==> src/rtl/compare_unit_pkg.sv <==
// Constants, register map and carrier types for the dual compare unit.
// Assumes a 32-bit classic Wishbone master and timers kept outside.
package compare_unit_pkg;

  // Widths
  localparam int unsigned BYTE_W   = 8;
  localparam int unsigned TIMER_W  = 16;
  localparam int unsigned ADDR_W   = 6;
  localparam int unsigned DATA_W   = 32;
  localparam int unsigned SEL_W    = 4;
  localparam int unsigned MODE_W   = 4;
  localparam int unsigned LSB_W    = 2;
  localparam int unsigned UNITS    = 2;

  // Register byte offsets, one aligned word each
  localparam logic [ADDR_W-1:0] OFS_U1_LOW   = 6'h00;
  localparam logic [ADDR_W-1:0] OFS_U1_HIGH  = 6'h04;
  localparam logic [ADDR_W-1:0] OFS_U1_CTRL  = 6'h08;
  localparam logic [ADDR_W-1:0] OFS_U2_LOW   = 6'h0C;
  localparam logic [ADDR_W-1:0] OFS_U2_HIGH  = 6'h10;
  localparam logic [ADDR_W-1:0] OFS_U2_CTRL  = 6'h14;
  localparam logic [ADDR_W-1:0] OFS_FLAGS    = 6'h18;
  localparam logic [ADDR_W-1:0] OFS_ENABLE   = 6'h1C;
  localparam logic [ADDR_W-1:0] OFS_TBASE    = 6'h20;

  // Control register fields
  localparam int unsigned    CTRL_MODE_LSB = 0;
  localparam int unsigned    CTRL_DUTY_LSB = 4;
  localparam logic [7:0]     CTRL_RESET    = 8'h00;
  localparam logic [7:0]     CTRL_MASK     = 8'h3F;
  localparam logic [7:0]     VALUE_RESET   = 8'h00;

  // Mode select encodings
  localparam logic [MODE_W-1:0] MODE_OFF      = 4'h0;
  localparam logic [MODE_W-1:0] MODE_TOGGLE   = 4'h2;
  localparam logic [MODE_W-1:0] MODE_SET_HIGH = 4'h8;
  localparam logic [MODE_W-1:0] MODE_SET_LOW  = 4'h9;
  localparam logic [MODE_W-1:0] MODE_SOFT_IRQ = 4'hA;
  localparam logic [MODE_W-1:0] MODE_TRIGGER  = 4'hB;
  localparam logic [1:0]        MODE_PWM_TOP  = 2'h3;

  // Timer side inputs gathered from the timers outside
  typedef struct packed {
    logic [TIMER_W-1:0] first_count;
    logic [TIMER_W-1:0] third_count;
    logic [BYTE_W-1:0]  second_count;
    logic [LSB_W-1:0]   second_fine;
    logic               second_period_match;
    logic               first_write;
    logic               third_write;
  } timer_in_s;

  // Special event trigger outputs
  typedef struct packed {
    logic first_clear;
    logic third_clear;
    logic conv_start;
  } trigger_s;

endpackage

==> src/rtl/dual_compare_match_unit.sv <==
// Two compare / pulse-width units with a classic Wishbone register slave.
// Assumes timer counts arrive synchronous to clk_i from timers outside.
//
// Chosen here: the address map and the Wishbone register port.
`timescale 1ns/100ps
module dual_compare_match_unit
  import compare_unit_pkg::*;
#(
  parameter int unsigned VALUE_W = 16,
  parameter int unsigned DUTY_W  = 10
) (
  input  wire logic                              clk_i,
  input  wire logic                              rst_i,
  input  wire logic                              ce_i,
  input  wire logic                              wb_cyc_i,
  input  wire logic                              wb_stb_i,
  input  wire logic                              wb_we_i,
  input  wire logic [compare_unit_pkg::ADDR_W-1:0] wb_adr_i,
  input  wire logic [compare_unit_pkg::SEL_W-1:0]  wb_sel_i,
  input  wire logic [compare_unit_pkg::DATA_W-1:0] wb_dat_i,
  output logic      [compare_unit_pkg::DATA_W-1:0] wb_dat_o,
  output logic                                   wb_ack_o,
  input  wire compare_unit_pkg::timer_in_s       timers_i,
  input  wire logic                              adc_enable_i,
  input  wire logic [compare_unit_pkg::UNITS-1:0]  port_c_direction_i,
  output logic      [compare_unit_pkg::UNITS-1:0]  unit_pin_o,
  output logic      [compare_unit_pkg::UNITS-1:0]  unit_pin_oe_o,
  output logic      [compare_unit_pkg::UNITS-1:0]  match_request_o,
  output compare_unit_pkg::trigger_s             triggers_o
);
  import compare_unit_pkg::*;

  // Logic is written for the documented two-byte value and 10-bit duty
  if (VALUE_W != TIMER_W || VALUE_W != 2 * BYTE_W) begin : g_bad_value
    $error("VALUE_W must be 16");
  end
  if (DUTY_W != BYTE_W + LSB_W) begin : g_bad_duty
    $error("DUTY_W must be 10");
  end

  function automatic logic is_compare(input logic [MODE_W-1:0] m);
    return (m == MODE_TOGGLE) || (m == MODE_SET_HIGH) ||
           (m == MODE_SET_LOW) || (m == MODE_SOFT_IRQ) ||
           (m == MODE_TRIGGER);
  endfunction

  function automatic logic is_pwm(input logic [MODE_W-1:0] m);
    return m[MODE_W-1:MODE_W-2] == MODE_PWM_TOP;
  endfunction

  function automatic logic [ADDR_W-1:0] unit_ofs(input int unsigned u,
                                                 input int unsigned k);
    logic [ADDR_W-1:0] r;
    r = OFS_U1_LOW;
    unique case ({u[0], k[1:0]})
      3'b000:  r = OFS_U1_LOW;
      3'b001:  r = OFS_U1_HIGH;
      3'b010:  r = OFS_U1_CTRL;
      3'b100:  r = OFS_U2_LOW;
      3'b101:  r = OFS_U2_HIGH;
      default: r = OFS_U2_CTRL;
    endcase
    return r;
  endfunction

  logic [UNITS-1:0][BYTE_W-1:0] low_q;
  logic [UNITS-1:0][BYTE_W-1:0] high_q;
  logic [UNITS-1:0][BYTE_W-1:0] ctrl_q;
  logic [UNITS-1:0][LSB_W-1:0]  lat_q;
  logic [UNITS-1:0]             pin_q;
  logic [UNITS-1:0]             flag_q;
  logic [UNITS-1:0]             enable_q;
  logic [UNITS-1:0]             tbase_q;
  logic [UNITS-1:0]             eq_q;
  logic [UNITS-1:0]             eq_d;
  logic [UNITS-1:0]             hit;
  logic [UNITS-1:0]             fire;
  logic [UNITS-1:0]             wr_low;
  logic [UNITS-1:0]             wr_high;
  logic [UNITS-1:0]             wr_ctrl;
  logic                         ack_q;
  logic [DATA_W-1:0]            rdata_q;
  logic [DATA_W-1:0]            rdata_d;
  logic                         wr_en;
  logic                         first_clr_q;
  logic                         third_clr_q;
  logic                         conv_q;
  logic [BYTE_W-1:0]            wbyte;

  // Writes land on the edge where the master samples ack
  assign wr_en = wb_cyc_i && wb_stb_i && wb_we_i && ack_q && wb_sel_i[0];
  assign wbyte = wb_dat_i[BYTE_W-1:0];

  always_comb begin
    for (int u = 0; u < UNITS; u++) begin
      wr_low[u]  = wr_en && (wb_adr_i == unit_ofs(u, 0));
      wr_high[u] = wr_en && (wb_adr_i == unit_ofs(u, 1));
      wr_ctrl[u] = wr_en && (wb_adr_i == unit_ofs(u, 2));
    end
  end

  always_comb begin
    for (int u = 0; u < UNITS; u++) begin
      eq_d[u] = {high_q[u], low_q[u]} == (tbase_q[u] ?
                timers_i.third_count : timers_i.first_count);
      // Act once on reaching equality, so a stalled timer fires once
      hit[u]  = is_compare(ctrl_q[u][MODE_W-1:0]) && eq_d[u] && !eq_q[u];
      fire[u] = hit[u] && (ctrl_q[u][MODE_W-1:0] == MODE_TRIGGER);
    end
  end

  always_ff @(posedge clk_i) begin
    if (rst_i) begin
      eq_q <= '0;
    end else if (ce_i) begin
      eq_q <= eq_d;
    end
  end

  // Wishbone slave: one wait state, unmapped reads return zero
  always_ff @(posedge clk_i) begin
    if (rst_i) begin
      ack_q   <= 1'b0;
      rdata_q <= '0;
    end else if (ce_i) begin
      ack_q <= wb_cyc_i && wb_stb_i && !ack_q;
      if (wb_cyc_i && wb_stb_i && !ack_q) begin
        rdata_q <= rdata_d;
      end
    end
  end

  always_comb begin
    rdata_d = '0;
    unique case (wb_adr_i)
      OFS_U1_LOW:  rdata_d[BYTE_W-1:0] = low_q[0];
      OFS_U1_HIGH: rdata_d[BYTE_W-1:0] = high_q[0];
      OFS_U1_CTRL: rdata_d[BYTE_W-1:0] = ctrl_q[0];
      OFS_U2_LOW:  rdata_d[BYTE_W-1:0] = low_q[1];
      OFS_U2_HIGH: rdata_d[BYTE_W-1:0] = high_q[1];
      OFS_U2_CTRL: rdata_d[BYTE_W-1:0] = ctrl_q[1];
      OFS_FLAGS:   rdata_d[UNITS-1:0]  = flag_q;
      OFS_ENABLE:  rdata_d[UNITS-1:0]  = enable_q;
      OFS_TBASE:   rdata_d[UNITS-1:0]  = tbase_q;
      default:     rdata_d = '0;
    endcase
  end

  assign wb_ack_o = ack_q;
  assign wb_dat_o = rdata_q;

  always_ff @(posedge clk_i) begin
    if (rst_i) begin
      ctrl_q <= '0;
      low_q  <= '0;
    end else if (ce_i) begin
      for (int u = 0; u < UNITS; u++) begin
        if (wr_ctrl[u]) begin
          ctrl_q[u] <= wbyte & CTRL_MASK;
        end
        if (wr_low[u]) begin
          low_q[u] <= wbyte;
        end
      end
    end
  end

  always_ff @(posedge clk_i) begin
    if (rst_i) begin
      high_q <= '0;
      lat_q  <= '0;
    end else if (ce_i) begin
      for (int u = 0; u < UNITS; u++) begin
        if (is_pwm(ctrl_q[u][MODE_W-1:0])) begin
          // High byte is read-only while pulse-width runs
          if (timers_i.second_period_match) begin
            high_q[u] <= low_q[u];
            lat_q[u]  <= ctrl_q[u][CTRL_DUTY_LSB +: LSB_W];
          end
        end else if (wr_high[u]) begin
          high_q[u] <= wbyte;
        end
      end
    end
  end

  always_ff @(posedge clk_i) begin
    if (rst_i) begin
      pin_q <= '0;
    end else if (ce_i) begin
      for (int u = 0; u < UNITS; u++) begin
        if (wr_ctrl[u]) begin
          pin_q[u] <= (wbyte[MODE_W-1:0] == MODE_SET_LOW);
          if (wbyte[MODE_W-1:0] == MODE_TOGGLE ||
              wbyte[MODE_W-1:0] == MODE_SOFT_IRQ ||
              wbyte[MODE_W-1:0] == MODE_TRIGGER) begin
            pin_q[u] <= pin_q[u];
          end
        end else if (ctrl_q[u][MODE_W-1:0] == MODE_OFF) begin
          pin_q[u] <= 1'b0;
        end else if (hit[u]) begin
          unique case (ctrl_q[u][MODE_W-1:0])
            MODE_TOGGLE:   pin_q[u] <= !pin_q[u];
            MODE_SET_HIGH: pin_q[u] <= 1'b1;
            MODE_SET_LOW:  pin_q[u] <= 1'b0;
            default:       pin_q[u] <= pin_q[u];
          endcase
        end else if (is_pwm(ctrl_q[u][MODE_W-1:0])) begin
          if (timers_i.second_period_match) begin
            pin_q[u] <= ({low_q[u], ctrl_q[u][CTRL_DUTY_LSB +: LSB_W]}
                         != '0);
          end else if ({high_q[u], lat_q[u]} ==
                       {timers_i.second_count, timers_i.second_fine}) begin
            pin_q[u] <= 1'b0;
          end
        end
      end
    end
  end

  always_ff @(posedge clk_i) begin
    if (rst_i) begin
      flag_q <= '0;
    end else if (ce_i) begin
      for (int u = 0; u < UNITS; u++) begin
        // A match in the clearing cycle is kept
        if (hit[u]) begin
          flag_q[u] <= 1'b1;
        end else if (wr_en && wb_adr_i == OFS_FLAGS && wbyte[u]) begin
          flag_q[u] <= 1'b0;
        end
      end
    end
  end

  always_ff @(posedge clk_i) begin
    if (rst_i) begin
      enable_q <= '0;
      tbase_q  <= '0;
    end else if (ce_i) begin
      if (wr_en && wb_adr_i == OFS_ENABLE) begin
        enable_q <= wbyte[UNITS-1:0];
      end
      if (wr_en && wb_adr_i == OFS_TBASE) begin
        tbase_q <= wbyte[UNITS-1:0];
      end
    end
  end

  assign match_request_o = flag_q & enable_q;

  always_ff @(posedge clk_i) begin
    if (rst_i) begin
      first_clr_q <= 1'b0;
      third_clr_q <= 1'b0;
      conv_q      <= 1'b0;
    end else if (ce_i) begin
      first_clr_q <= (fire[0] && !tbase_q[0]) || (fire[1] && !tbase_q[1]);
      third_clr_q <= (fire[0] && tbase_q[0]) || (fire[1] && tbase_q[1]);
      conv_q      <= fire[1] && adc_enable_i;
    end
  end

  assign triggers_o.first_clear = first_clr_q && !timers_i.first_write;
  assign triggers_o.third_clear = third_clr_q && !timers_i.third_write;
  assign triggers_o.conv_start  = conv_q;

  assign unit_pin_o    = pin_q;
  assign unit_pin_oe_o = ~port_c_direction_i;

endmodule

==> config.mk <==
export PLATFORM = sky130hd
export DESIGN_NAME = dual_compare_match_unit
export DESIGN_NICKNAME = d
export VERILOG_FILES = /design/src/rtl/compare_unit_pkg.sv /design/src/rtl/dual_compare_match_unit.sv
export SDC_FILE = /design/constraint.sdc
export NUM_CORES = 1
export LEC_CHECK = 0
export BUFFER_PORTS_ARGS = -buffer_cell sky130_fd_sc_hd__buf_2
export CORE_ASPECT_RATIO = 1.75
export CORE_MARGIN = 2
export CORE_UTILIZATION = 48
export DETAILED_ROUTE_END_ITERATION = 10
export GPL_TIMING_DRIVEN = 0
export PLACE_DENSITY_LB_ADDON = 0.08
export SYNTH_ARGS = -nofsm -noshare
export SYNTH_HDL_FRONTEND = slang
export SYNTH_SLANG_ARGS = --single-unit
export TNS_END_PERCENT = 10
==> constraint.sdc <==
create_clock -name clk_i -period 2.2 [get_ports clk_i]
set_clock_uncertainty 0.05 [all_clocks]
set_input_delay 0.44 -clock clk_i [delete_from_list [all_inputs] [get_ports clk_i]]
set_output_delay 0.44 -clock clk_i [all_outputs]
set_load 0.02 [all_outputs]
# ---- Word-level counts from Yosys, hierarchy flattened
# Cells that the tools add are included.
# W data, S select, Z words.
dict set report op_classes {
  n_eq_ne 34
  muxes 29
  bitwise_logic 2
  n_reduce_logical 78
}
# cell n
set op_table {}
lappend op_table {{$mux W8} 6}
lappend op_table {{$eq A4 B4 Y1 const B} 11}
lappend op_table {{$pmux W6 S6} 1}
lappend op_table {{$eq A16 B16 Y1} 2}
lappend op_table {{$mux W16} 2}
lappend op_table {{$logic_and A1 B1 Y1} 29}
lappend op_table {{$eq A6 B5 Y1 const B} 4}
lappend op_table {{$eq A10 B10 Y1} 2}
lappend op_table {{$reduce_bool A10 Y1} 2}
lappend op_table {{$pmux W2 S9} 1}
lappend op_table {{$reduce_and A2 Y1} 9}
lappend op_table {{$mux W1} 17}
lappend op_table {{$eq A4 B2 Y1 const B} 3}
lappend op_table {{$eq A6 B4 Y1 const B} 2}
lappend op_table {{$logic_or A1 B1 Y1} 12}
lappend op_table {{$ne A6 B1 Y1 const B} 2}
lappend op_table {{$reduce_and A3 Y1} 4}
lappend op_table {{$reduce_and A5 Y1} 2}
lappend op_table {{$reduce_bool A5 Y1} 2}
lappend op_table {{$logic_not A1 Y1} 9}
lappend op_table {{$logic_not A4 Y1} 2}
lappend op_table {{$ne A2 B2 Y1 const B} 4}
lappend op_table {{$reduce_bool A2 Y1} 4}
lappend op_table {{$reduce_bool A4 Y1} 2}
lappend op_table {{other kinds (7)} 9}
dict set report word_totals {
  regBits 70
  input_bits 96
  output_inout_bits 42
  wordCells 163
}

# ---- Depth between registers and ports, before layout
dict set report logic_depth {
  depth_word 10
  mapped_depth 10
  mapped_depth_nobuf 7
}

# ---- Least setup slack after synthesis
# Ideal clock, no wire load.
dict set report synth_timing {
  kind {input-to-reg}
  startpoint {input port wb_adr_i[5] in the netlist's numbering}
  endpoint {register high_q[5] in the netlist's numbering}
  setup_time_ns 0.128
  arrival_time_ns 1.992
  required_ns 2.022
  path_slack_ns 0.030
  path_stages 10
  path_buffers 3
  path_cell_list {buf_2 -> nor2_1 -> and3_1 -> clkbuf_1 -> nor3b_1 -> o21ai_1 -> clkbuf_1 -> nor2_1 -> a21oi_1 -> nor2_1}
}
dict set report synth_via {
  elab_chain_len 4
}
# element line
set synth_rtl {}
lappend synth_rtl {{from (decl)} dual_compare_match_unit.sv:18} ;# input wire logic [compare_unit_pkg::ADDR_W-1:0] wb_adr_i,
lappend synth_rtl {{$eq A6 B3 Y1} dual_compare_match_unit.sv:97} ;# wr_high[u] = wr_en && (wb_adr_i == unit_ofs(u, 1));
lappend synth_rtl {{$logic_and A1 B1 Y1} dual_compare_match_unit.sv:97}
lappend synth_rtl {{$reduce_bool A2 Y1 (no source line)} n/a}
lappend synth_rtl {{$reduce_and A3 Y1 (no source line)} n/a}
lappend synth_rtl {{to (signal, indexed assignment)} dual_compare_match_unit.sv:177} ;# high_q[u] <= low_q[u];
lappend synth_rtl {{to (signal, indexed assignment)} dual_compare_match_unit.sv:181} ;# high_q[u] <= wbyte;
lappend synth_rtl {{to (decl)} dual_compare_match_unit.sv:67} ;# logic [UNITS-1:0][BYTE_W-1:0] high_q;
# Every way passes these cells.
# A chain may end at the register's enable or synchronous reset.

# ---- Worst setup path in the final report
dict set report layout_timing {
  startpoint {register tbase_q[1]}
  endpoint {register pin_q[1], in the netlist unit_pin_o[1]}
}
dict set report layout_via {
  elab_chain_len 7
  elab_cells_between_ends 11
  classes_between {eq/ne (2); mux (4); reduce/logical (5)}
}
# element line
set layout_rtl {}
lappend layout_rtl {{from (decl)} dual_compare_match_unit.sv:73} ;# logic [UNITS-1:0] tbase_q;
lappend layout_rtl {{from (signal assigned)} dual_compare_match_unit.sv:245} ;# tbase_q <= wbyte[UNITS-1:0];
lappend layout_rtl {{$mux W16 (*)} dual_compare_match_unit.sv:104} ;# eq_d[u] = {high_q[u], low_q[u]} == (tbase_q[u] ?
lappend layout_rtl {{$eq A16 B16 Y1 (*)} dual_compare_match_unit.sv:104}
lappend layout_rtl {{$logic_and A1 B1 Y1 (*) (2 in a row)} dual_compare_match_unit.sv:107} ;# hit[u] = is_compare(ctrl_q[u][MODE_W-1:0]) && eq_d[u] && !eq_q[u];
lappend layout_rtl {{branches (longest 3 deep; another with $ne A6 B1 Y1)} n/a}
lappend layout_rtl {{to (signal, indexed assignment)} dual_compare_match_unit.sv:193} ;# pin_q[u] <= (wbyte[MODE_W-1:0] == MODE_SET_LOW);
lappend layout_rtl {{to (signal, indexed assignment)} dual_compare_match_unit.sv:197} ;# pin_q[u] <= pin_q[u];
lappend layout_rtl {{to (signal, indexed assignment)} dual_compare_match_unit.sv:203} ;# MODE_TOGGLE: pin_q[u] <= !pin_q[u];
lappend layout_rtl {{to (decl)} dual_compare_match_unit.sv:70} ;# logic [UNITS-1:0] pin_q;
# Every way passes the cells marked *.

==> flow_summary.yaml <==
worst_hold_path:
  hp-class: "in2reg"
die:
  die-area_um2: 10600
  dieWidth_um: 78.7
  fp-row-count: 47
  boundaryPins: 138
  core_um2: 9470
  start_util_pct: 49.5
  die_y_um: 135
drt:
  drt_iter0_markers: 416
  drtAntennaViolNets: 0
  wl_um: 17500
  drt-pass1-iter-count: 5
  vias: 4875
  drt-vias-per-instance: 5.89
  drc: 0
  wl_per_cell_um: 21.2
global_route:
  grt_max_degree: 13
  grt_pass1_wl_um: 25400
  antenna_found_initial: 0
  grt-ovfl-total: 0
  track_usage_pct: 32.7
  first_global_vias: 4488
sta:
  tightest_slew_ns: 0.790
  slew_viol_final: 0
  setup_ws_ns: -0.187
  hold_viol_final: 0
  rsz0062_at_grt: "yes"
  setup_viol: 18
  fin_crit_ns: 2.39
  fin_crit_sh_pct: 108
  holdWs_ns: 0.332
  relSlewSlack_pct: 46.9
  fmax_ghz: 0.419
clock_network:
  clkTransAtPathRegs_ns: 0.06
  cts_sinks: 70
  ctsHoldBuffers: 0
  cts_tree: "done"
  clockBufferDepth: 2
  cts_made_buffers: 9
  clk_latency_ns: 0.34
  cts_root_buf: "clkbuf_16"
  htreeDepth: 3
pwr:
  p_int_w: 0.00234
  p_leak_nw: 2.25
  pwr-share-clk_pct: 46.7
  switching_share_pct: 26.1
  p_per_area_nw_per_um2: 531
  power_frac_seq_pct: 40.3
  switchingPower_w: 0.000829
  vdd_ir_drop_max_uv: 568
  comb_power_share_pct: 13.0
placed_design:
  placed_area_um2: 5350
  dpl.cell_count: 803
  dp_hpwl_um: 12900
  place.gp.congestion: 0.956
  io_buffers: 83
flow_run:
  max-cap-violations: 0
yosys:
  synth-edff-count: 0
  yosys.area.top_type: "dfxtp_1"
  syn_avg_cell_area_um2: 8.16
  yosysTopAreaCellShare_pct: 29.9
  synth.distinct_cells: 48
  synth-seq-cells: 70
  synthCells: 575
  synth_area_leaders: "dfxtp_1, mux2i_1, xnor2_1, nor2_1, a21oi_1"
  syn_area_um2: 4690
  synthFlopType: "dfxtp_1"
  yosysSeqAreaShare_pct: 29.9
  ys.warnings.count: 0
  async_reset_ff_share_pct: 0
worst_setup_path:
  crit_chain: "buf_6 > mux2i_1 > xnor2_1 > nor4_1 > nand4_1 > buf_6 > nor4_4 > mux2i_1 > a311oi_1"
  arrival_ns: 2.53
  slowest_stage: "dfxtp_4"
  path_max_fanout: 5
  startpoint_type: "flip-flop"
  cp.required_ns: 2.34
  slowest_delay_ns: 0.38
  worst_setup_path_end_kind: "flip-flop"
  crit_family: "simple AND/OR/NAND/NOR gates"
  path_class: "reg2reg"
  critPathBufInv: 2
cells_and_area:
  nNetsFinal: 797
  n_antenna_cell: 0
  final_cell_area_um2: 5970
  drive_above_1_share_pct: 25.7
  fill_cells: 864
  sequential_cell_area_um2: 1410
  finalNonFillerCells: 827
  syn2layout_area_growth_pct: 27.3
  multi_input_area_um2: 3200
run_status:
  violations: "negative setup slack"
  status: "finished with violations"
final cells by class:
type	count	share of cell area [%]
repair buffers	93	8.46
inverters	9	0.566
multi-input cells	459	53.6
clock buffers	10	4.00
well taps	122	2.56
clock inverters	5	0.985
flip-flops and latches	70	23.6
plain buffers	59	6.24
tightest hold or removal path, cell delays in order:
cell and delay, ns:
buf_2 0.10, nand3_1 0.07, a21oi_1 0.06
registers in the layout, indices dropped and copies added, names as in the netlist:
register     cells
first_clr_q      1
wb_dat_o         8
wb_ack_o         1
high_q          16
eq_q             2
lat_q            4
conv_q           1
flag_q           2
ctrl_q          12
low_q           16
third_clr_q      1
unit_pin_o       2
tbase_q          2
enable_q         2
metal layers:
| layer | vias to the layer above | global-route usage [%] | routed length [µm] |
|---|---|---|---|
| met4 | 0 | 23.5 | 1160 |
| li1 | 2244 | - | - |
| met3 | 73 | 6.02 | 1320 |
| met2 | 283 | 56.9 | 9020 |
| met1 | 2275 | 34.7 | 6050 |
| met5 | - | 0 | 0 |
metrics by stage:
step	setup WS, ns	utilization (%)	setup TNS [ns]	power, W
2_1_floorplan	0.0301	-	0	0.00154
3_3_place_gp	-0.751	56.5	-14.26	0.00168
3_5_place_dp	-0.739	56.5	-15.88	0.00169
4_1_cts	-0.0624	61.2	-0.101	0.00315
5_1_grt	-0.335	63.1	-4.39	0.00327
6_report	-0.187	63.1	-0.906	0.00317
cells in the mapped netlist (2+ instances only):
cell and n:
xor2_1 3, nand4_1 7, a221oi_1 4, or4_1 5, inv_1 9, a21oi_1 53, nand2_1 23, a22oi_1 2
nor4_4 2, a311oi_1 2, a211oi_1 4, nor3_2 2, o31ai_1 4, a2bb2oi_1 2, nor4_1 12, and2_1 3
buf_4 26, nor3_1 9, o21ai_0 8, clkbuf_1 25, dfxtp_1 70, and3_1 5, mux2i_1 90, buf_2 5
nor2b_1 4, o22ai_1 7, nand4b_1 2, nand2b_1 2, or3_1 4, nor2_1 89, o41ai_1 3, buf_1 2
buf_6 2, xnor2_1 49, nand3_1 23
logic make-up (layout without fill, tap and decap cells):
group                  Yosys count  in the layout  share of synthesized area (%)
AND/OR/NAND/NOR                197            197                           20.8
buffers and inverters           69            176                           8.06
other                            1             24                         0.0799
AO/OA/AOI/OAI                   96             96                           12.3
XOR/XNOR                        52             52                           9.71
multiplexers                    90             90                           19.2
flip-flops                      70             70                           29.9
power groups by stage:
| stage | sequential (W) | clock (W) | combinational, W |
|---|---|---|---|
| finish | 0.00128 | 0.00148 | 0.000413 |
| floorplan | 0.00131 | 0 | 0.000224 |
| detailed placement | 0.00131 | 0 | 0.000378 |
| global route | 0.00128 | 0.00155 | 0.000439 |
| CTS | 0.00128 | 0.00148 | 0.000388 |
| global placement | 0.00131 | 0 | 0.000374 |
what timing repair did:
| action | in CTS | in global routing |
|---|---|---|
| setup endpoints to repair | 26 | 36 |
| pin swaps | 7 | 15 |
| cloned | 2 | 0 |
| gates resized for setup | 29 | 31 |
| setup buffers | 3 | 5 |
final timing paths:
check	start	endpoint	slack, ns	depth (start not counted)
worst max-delay path	tbase_q[1]	unit_pin_o[1]	-0.19	9
worst min-delay path	adc_enable_i	conv_q	0.33	3
worst max register to register	tbase_q[1]	unit_pin_o[1]	-0.19	9
worst min register to register	conv_q	conv_q	0.41	2
cells in the final DEF (no fill, tap or decap), drive strengths merged, types with 5 or more instances in the layout:
cell / instances
buf: 127
mux2i: 90
nor2: 89
dfxtp: 70
a21oi: 53
xnor2: 49
clkbuf: 35
conb: 24
nand3: 23
nand2: 23
nor4: 15
nor3: 11
inv: 10
o21ai: 9
nand4: 7
o22ai: 7
or4: 5
and3: 5
(Power assumes the default switching activity.)
